`src/rtl/pcrr_pkg.sv`:
```
/*
 * Shared constants and types of the PHY clock and reset front end.
 * Assumes a single 250 MHz system clock and a synchronous active-high reset.
 */
package pcrr_pkg;

	// System clock period in picoseconds
	localparam int CLK_PERIOD_PS = 4000;

	// Least width of the PLL reset pulse, in nanoseconds
	localparam int PLL_PULSE_NS = 16;
	localparam int PLL_PULSE_CYC = (PLL_PULSE_NS * 1000 + CLK_PERIOD_PS - 1) / CLK_PERIOD_PS;

	// Lock must stand this long before it is trusted, in nanoseconds
	localparam int LOCK_STABLE_NS = 32;
	localparam int LOCK_STABLE_CYC = (LOCK_STABLE_NS * 1000 + CLK_PERIOD_PS - 1) / CLK_PERIOD_PS;

	// Number of synchroniser stages on every incoming reset and status level
	localparam int SYNC_STAGES = 2;

	// Bit positions of the synchronised input vector
	localparam int SYN_MASTER_BIT = 0;
	localparam int SYN_WARM_BIT = 1;
	localparam int SYN_LOCK_BIT = 2;
	localparam int SYN_WIDTH = 3;

	// Reset value of the synchronised inputs: all resets held, no lock
	localparam logic [2:0] SYN_RST_VAL = 3'h0;

	// Reset values of the output flops
	localparam logic PHY_RST_N_RST = 1'b0;
	localparam logic PLL_RST_RST = 1'b1;
	localparam logic REQ_N_RST = 1'b0;
	localparam logic [1:0] DIV_RST = 2'h0;

	typedef enum logic [2:0] {
		ST_HOLD = 3'b000,
		ST_PULSE = 3'b001,
		ST_LOCKWAIT = 3'b010,
		ST_WARM = 3'b011,
		ST_RUN = 3'b100
	} pcrr_state_t;

	typedef struct packed {
		logic lock;
		logic warm;
		logic master;
	} pcrr_syn_t;

endpackage : pcrr_pkg

```
`src/rtl/pcrr_sync.sv`:
```
/*
 * Multi-stage level synchroniser for a vector of independent bits.
 * Assumes the reset value is a constant and the inputs are quasi-static levels.
 */
module pcrr_sync #(
	parameter int WIDTH = 3,
	parameter int STAGES = 2,
	parameter logic [WIDTH-1:0] RST_VAL = '0
) (
	input wire logic mclk,
	input wire logic sys_rst,
	input wire logic [WIDTH-1:0] d,
	output logic [WIDTH-1:0] q
);

	logic [WIDTH-1:0] stage [STAGES];
	logic [WIDTH-1:0] next_stage [STAGES];

	generate
		if (STAGES < 2) begin : g_bad_stages
			$error("pcrr_sync needs at least two stages");
		end
	endgenerate

	// Each stage only feeds the next one
	always_comb begin
		next_stage[0] = d;
		for (int i = 1; i < STAGES; i++) begin
			next_stage[i] = stage[i-1];
		end
	end

	always_ff @(posedge mclk) begin
		for (int i = 0; i < STAGES; i++) begin
			if (sys_rst) begin
				stage[i] <= RST_VAL;
			end else begin
				stage[i] <= next_stage[i];
			end
		end
	end

	assign q = stage[STAGES-1];

endmodule : pcrr_sync

```
`src/rtl/pcrr_top.sv`:
```
/*
 * Clock and reset front end of a memory PHY: reset sequencing of the PLL and
 * the PHY domain, a divided PHY clock, a reprogramming clock and a gated
 * reprogramming enable.
 * Assumes the PLL itself sits outside and reports its lock on pll_lock.
 */
// Overview of operation
// RULE_01: Master reset low holds everything, PLL too.
// RULE_02: Internal resets come from synchronised master copies.
// RULE_03: Warm reset falling edge pulses PLL reset.
// RULE_04: Warm reset low holds PHY except PLL.
// RULE_05: PHY clock output; user signals follow it.
// RULE_06: Reference clock input feeds the PLL.
// RULE_07: PHY reset releases aligned to PHY clock.
// RULE_08: Reset request low whenever PLL unlocked.
// RULE_09: Request stays low through whole locking period.
// RULE_10: Outside logic should detect request falling edge.
// RULE_11: Outside logic keeps reprogramming gate low normally.
// RULE_12: Reprogram only in warm reset, request high.
// RULE_13: Gate high, reprogram, gate low, release warm.
// RULE_14: Gate works only with reprogramming option set.
// RULE_15: Separate clock output for reprogramming logic.
// RULE_16: PHY reset held until lock, resets released.
module pcrr_top #(
	parameter int PULSE_CYC = pcrr_pkg::PLL_PULSE_CYC,
	parameter int LOCK_CYC = pcrr_pkg::LOCK_STABLE_CYC,
	parameter bit REPROGRAM_PORTS_OPTION = 1'b0
) (
	input wire logic mclk,
	input wire logic sys_rst,
	input wire logic master_rst_n,
	input wire logic warm_rst_n,
	input wire logic pll_ref_clk,
	input wire logic pll_lock,
	input wire logic reprog_gate,
	output logic phy_clk,
	output logic phy_rst_n,
	output logic reset_request_n,
	output logic pll_rst,
	output logic pll_ref_out,
	output logic reprog_enable,
	output logic reconfig_clk
);

	localparam int PCW = $clog2(PULSE_CYC + 1);
	localparam int LCW = $clog2(LOCK_CYC + 1);
	localparam logic [PCW-1:0] PULSE_LAST = PCW'(PULSE_CYC - 1);
	localparam logic [LCW-1:0] LOCK_LAST = LCW'(LOCK_CYC - 1);

	generate
		if (PULSE_CYC < 2) begin : g_bad_pulse
			$error("pcrr_top needs a PLL pulse of at least two cycles");
		end
		if (LOCK_CYC < 1) begin : g_bad_lock
			$error("pcrr_top needs a lock filter of at least one cycle");
		end
	endgenerate

	logic [pcrr_pkg::SYN_WIDTH-1:0] syn_raw;
	pcrr_pkg::pcrr_syn_t syn;

	// RULE_02 synchronised master copy
	pcrr_sync #(
		.WIDTH(pcrr_pkg::SYN_WIDTH),
		.STAGES(pcrr_pkg::SYNC_STAGES),
		.RST_VAL(pcrr_pkg::SYN_RST_VAL)
	) u_sync (
		.mclk(mclk),
		.sys_rst(sys_rst),
		.d({pll_lock, warm_rst_n, master_rst_n}),
		.q(syn_raw)
	);

	assign syn = pcrr_pkg::pcrr_syn_t'(syn_raw);

	pcrr_pkg::pcrr_state_t state;
	pcrr_pkg::pcrr_state_t next_state;
	logic [PCW-1:0] pulse_cnt;
	logic [PCW-1:0] next_pulse_cnt;
	logic [LCW-1:0] lock_cnt;
	logic [LCW-1:0] next_lock_cnt;
	logic lock_ok;
	logic next_lock_ok;
	logic warm_prev;
	logic next_warm_prev;
	logic warm_fall;
	logic [1:0] div;
	logic [1:0] next_div;
	logic next_phy_clk;
	logic next_phy_rst_n;
	logic next_req_n;
	logic next_pll_rst;
	logic next_pll_ref_out;
	logic next_reprog_enable;
	logic next_reconfig_clk;

	assign warm_fall = warm_prev & ~syn.warm;

	// Where the sequencer goes once the PLL may run
	function automatic pcrr_pkg::pcrr_state_t after_pll(input logic warm);
		return warm ? pcrr_pkg::ST_LOCKWAIT : pcrr_pkg::ST_WARM;
	endfunction : after_pll

	// Sequencer
	always_comb begin
		next_state = state;
		next_pulse_cnt = pulse_cnt;
		next_warm_prev = syn.warm;
		case (state)
			pcrr_pkg::ST_HOLD: begin
				if (syn.master) begin
					next_state = after_pll(syn.warm);
				end
			end
			pcrr_pkg::ST_PULSE: begin
				if (pulse_cnt == PULSE_LAST) begin
					next_state = after_pll(syn.warm);
				end else begin
					next_pulse_cnt = pulse_cnt + PCW'(1);
				end
			end
			pcrr_pkg::ST_WARM: begin
				if (syn.warm) begin
					next_state = pcrr_pkg::ST_LOCKWAIT;
				end
			end
			pcrr_pkg::ST_LOCKWAIT: begin
				// RULE_16 run only when locked
				if (!syn.warm) begin
					next_state = pcrr_pkg::ST_WARM;
				end else if (lock_ok && syn.lock) begin
					next_state = pcrr_pkg::ST_RUN;
				end
			end
			pcrr_pkg::ST_RUN: begin
				if (!syn.warm) begin
					next_state = pcrr_pkg::ST_WARM;
				end else if (!syn.lock) begin
					next_state = pcrr_pkg::ST_LOCKWAIT;
				end
			end
			default: begin
				next_state = pcrr_pkg::ST_HOLD;
			end
		endcase
		// RULE_03 warm edge pulses PLL
		if (warm_fall && state != pcrr_pkg::ST_HOLD) begin
			next_state = pcrr_pkg::ST_PULSE;
			next_pulse_cnt = '0;
		end
		// RULE_01 master holds all
		if (!syn.master) begin
			next_state = pcrr_pkg::ST_HOLD;
			next_pulse_cnt = '0;
		end
	end

	always_ff @(posedge mclk) begin
		if (sys_rst) begin
			state <= pcrr_pkg::ST_HOLD;
			pulse_cnt <= '0;
			warm_prev <= 1'b0;
		end else begin
			state <= next_state;
			pulse_cnt <= next_pulse_cnt;
			warm_prev <= next_warm_prev;
		end
	end

	// Lock filter and reset outputs
	always_comb begin
		next_lock_cnt = lock_cnt;
		next_lock_ok = lock_ok;
		next_pll_rst = (next_state == pcrr_pkg::ST_HOLD) || (next_state == pcrr_pkg::ST_PULSE);
		// RULE_09 lock counted while high, request held low
		if (!syn.lock || next_pll_rst) begin
			next_lock_cnt = '0;
			next_lock_ok = 1'b0;
		end else if (!lock_ok) begin
			if (lock_cnt == LOCK_LAST) begin
				next_lock_ok = 1'b1;
			end else begin
				next_lock_cnt = lock_cnt + LCW'(1);
			end
		end
		// RULE_08 request when unlocked
		next_req_n = next_lock_ok;
		// RULE_04 warm holds PHY
		next_phy_rst_n = 1'b0;
		if (next_state == pcrr_pkg::ST_RUN) begin
			// RULE_07 release on PHY clock rise
			next_phy_rst_n = phy_rst_n | ~phy_clk;
		end
		// RULE_14 gate needs option
		next_reprog_enable = REPROGRAM_PORTS_OPTION & reprog_gate & ~syn.warm & reset_request_n;
		// RULE_06 reference to PLL
		next_pll_ref_out = pll_ref_clk;
	end

	always_ff @(posedge mclk) begin
		if (sys_rst) begin
			lock_cnt <= '0;
			lock_ok <= 1'b0;
			pll_rst <= pcrr_pkg::PLL_RST_RST;
			reset_request_n <= pcrr_pkg::REQ_N_RST;
			phy_rst_n <= pcrr_pkg::PHY_RST_N_RST;
			reprog_enable <= 1'b0;
			pll_ref_out <= 1'b0;
		end else begin
			lock_cnt <= next_lock_cnt;
			lock_ok <= next_lock_ok;
			pll_rst <= next_pll_rst;
			reset_request_n <= next_req_n;
			phy_rst_n <= next_phy_rst_n;
			reprog_enable <= next_reprog_enable;
			pll_ref_out <= next_pll_ref_out;
		end
	end

	// Clock dividers
	always_comb begin
		next_div = div + 2'h1;
		// RULE_05 PHY clock at half rate
		next_phy_clk = next_div[0];
		// RULE_15 reprogramming clock
		next_reconfig_clk = next_div[1];
	end

	always_ff @(posedge mclk) begin
		if (sys_rst) begin
			div <= pcrr_pkg::DIV_RST;
			phy_clk <= 1'b0;
			reconfig_clk <= 1'b0;
		end else begin
			div <= next_div;
			phy_clk <= next_phy_clk;
			reconfig_clk <= next_reconfig_clk;
		end
	end
endmodule : pcrr_top

```
`config.mk`:
```
export PLATFORM = sky130hd
export DESIGN_NAME = pcrr_top
export DESIGN_NICKNAME = d
export VERILOG_FILES = /design/src/rtl/pcrr_pkg.sv /design/src/rtl/pcrr_sync.sv /design/src/rtl/pcrr_top.sv
export SDC_FILE = /design/constraint.sdc
export NUM_CORES = 1
export LEC_CHECK = 0
export BUFFER_PORTS_ARGS = -buffer_cell sky130_fd_sc_hd__buf_4
export CORE_ASPECT_RATIO = 0.8
export CORE_MARGIN = 2
export CORE_UTILIZATION = 25
export DETAILED_ROUTE_END_ITERATION = 12
export SYNTH_ARGS = -nofsm -noshare
export SYNTH_HDL_FRONTEND = slang
export SYNTH_HIERARCHICAL = 1
export SYNTH_SLANG_ARGS = --single-unit
```
`constraint.sdc`:
```
create_clock -name mclk -period 2.55 [get_ports mclk]
set_clock_uncertainty 0.15 [all_clocks]
set_input_delay 0.1275 -clock mclk [delete_from_list [all_inputs] [get_ports mclk]]
set_output_delay 0.1275 -clock mclk [all_outputs]
set_load 0.02 [all_outputs]
```
==> qor.csv <==
metric,value,unit
outcome,completed,
cts_root_buf,clkbuf_8,
wl,1.580,mm
synth.distinct_cells,30,
postCtsSetupRepairBufs,0,
gpl.final_weighted_congestion,0.7580,
final_net_count,127,
viasPerCell,4.443,
seq_area_frac_synth,0.5034,
tritoncts_clock_tree,yes,
clk-insertion-delay-late,0.26,ns
worstPathMaxFanout,6,
postSynth.topFlopCell,dfxtp_1,
crit_path_max_delay_cell_type,a211oi_2,
starting_drc_count_in_detailed_routing,8,
min_period_over_period,0.8058,
syn_inst,93,
final.setup.tns,0,ns
route.detailed.wl_per_inst,10.00,um
finalMaxSlewViolations,0,
maxCapViolCount,0,
hold-worst-slack,0.2919,ns
path_cells,ha_1 > ha_1 > or3b_1 > o211a_1 > a211oi_2 > nor3b_1,
number_of_diodes,0,
routed-via-count,702,
ios,14,
die_x,71.63,um
die_area,4161,um^2
n_fill_cell,354,
worst-endpoint-required,2.54,ns
clock_tree.htree_level_count,1,
worst_hold_path_type,register to register,
worstSetupStartpointType,register,
fin_crit,2.055,ns
cts.sinks,23,
worst_path_largest_cell_delay,0.42,ns
grt_start_max_net_pins,14,
floorplan.initialDensity,0.2635,
placed_cell_area,1042,um^2
mappedNetlistNets,103,
asyncSetResetFlopFracSynth,0,
floorplan.rows,19,
finalHoldViolCount,0,
placement.io_buffers,11,
highest_count_cells_in_the_layout_ignoring_fill_and_taps,"dfxtp_1 (23), nor2b_1 (12), buf_4 (11)",
globalRoute.totalOverflow,0,
clock_path_buffers,2,
pwr_density_cell,550.0,nW/um^2
synth_enable_flop_cells,0,
worstSetupPathType,register to register,
syn2layout_area_growth,28.86,%
seq_area,460.4,um^2
mostFrequentLayoutCell,dfxtp_1,
yosysWarningCount,6,
core_footprint,3471,um^2
drcViolationCount,0,
vias_in_the_first_global_route,718,
final_cell_area,1179,um^2
setup_viol,0,
setup.worst_path.end_class,register,
avgSynthCellArea,9.835,um^2
postRouteAntennaNets,0,
grt_antenna_before_repair,0,
multiInputGateArea,427.9,um^2
data_arrival_time_of_the_worst_path,2.04,ns
cts_buffers,3,
ir_worst_vdd,0.2912,mV
layout-drive-gt1-share,0.1552,
first_pass_iters,4,
chipHeight,58.10,um
achievable-frequency,0.4867,GHz
rsz0062_at_grt,no,
first_pass_grt_wire_length,2.939,mm
worst_setup_hold_path_clk_slew,0.08,ns
grt.total_usage,0.08887,
power_leakage,0.4578,nW
synth.ff_latch_count,23,
netlist_area,914.6,um^2
hpwl_after_dpl,1.113,mm
cp_common_cell,ha_1,
-- logic make-up after synthesis --
| group | share of synthesized area |
|---|---|
| DFF | 0.5034 |
| other | 0.004100 |
| and+or+nand+nor | 0.2449 |
| xor gates and xnor gates | 0.02873 |
| muxes | 0.02189 |
| buffers and inverters | 0.02873 |
| adders and majority gates | 0.04104 |
| AOI/OAI and AO/OA | 0.1272 |
-- synthesized netlist by cell type (2+ instances only) --
library cell	n	area, um^2
dfxtp_1	23	460.4
nor2b_1	12	75.07
nor2_1	8	30.03
inv_1	5	18.77
a21oi_1	4	20.02
nor3b_1	4	30.03
ha_1	3	37.54
nand2_1	3	11.26
o21ai_0	3	15.01
xnor2_1	3	26.28
a211oi_1	2	15.01
and3_1	2	12.51
mux2i_1	2	20.02
nand2b_1	2	12.51
nor3_1	2	10.01
-- routing by layer --
metal	GRT usage	share of wire
met3	0.03478	0.053
met2	0.1640	0.48
met5	0	0
met4	0.01617	0.0051
met1	0.09787	0.46
-- layout make-up --
class | instances | area share
clock buffer | 3 | 0.03503
multi-input combinational | 64 | 0.3631
inverter | 5 | 0.01592
clock inverter | 1 | 0.004246
sequential | 23 | 0.3907
timing repair buffer | 20 | 0.1465
tap | 42 | 0.04459
-- metrics by stage --
step / setup WS [ns] / std cells / utilization / power (mW)
final: 0.4952 / 158 / 0.3396 / 0.6482
after global routing: 0.3666 / 158 / 0.3396 / 0.6823
after floorplan: 0.6741 / 93 / - / 0.4084
after global placement: 0.5182 / 145 / 0.3003 / 0.4241
after detailed placement: 0.5041 / 145 / 0.3003 / 0.4256
after CTS: 0.4955 / 158 / 0.3396 / 0.6585
-- worst max-delay path: cells and delay by family (launching register included) --
family / cells / cell delay [ns]
AND/OR/NAND/NOR: 2 / 0.50
AO/OA/AOI/OAI: 2 / 0.59
adder cells (fa/ha/maj): 2 / 0.38
flip-flops: 1 / 0.33
-- sequential cells by signal (all words and copies together) (netlist names) --
signal,count
u_sync/stage,6
lock_cnt,4
pulse_cnt,3
state,3
div,1
lock_ok,1
phy_rst_n,1
pll_ref_out,1
pll_rst,1
reconfig_clk,1
warm_prev,1
-- timing repair --
action,in CTS,in global routing
hold endpoints to repair,10,0
gates resized for setup,0,0
hold buffers,9,0
-- worst paths after layout --
check | start | slack (ns) | depth (start not counted) | end
max | pulse_cnt[0] | 0.50 | 6 | lock_ok
min | u_sync/stage[0][1] | 0.29 | 1 | u_sync/stage[1][1]
max reg2reg | pulse_cnt[0] | 0.50 | 6 | lock_ok
min reg2reg | u_sync/stage[0][1] | 0.29 | 1 | u_sync/stage[1][1]
-- power breakdown --
part           switching (mW)  internal, mW  total [mW]
clock network           0.111         0.109       0.220
registers             0.00672         0.369       0.376
logic                  0.0230        0.0299      0.0529
(Power assumes the default switching activity.)
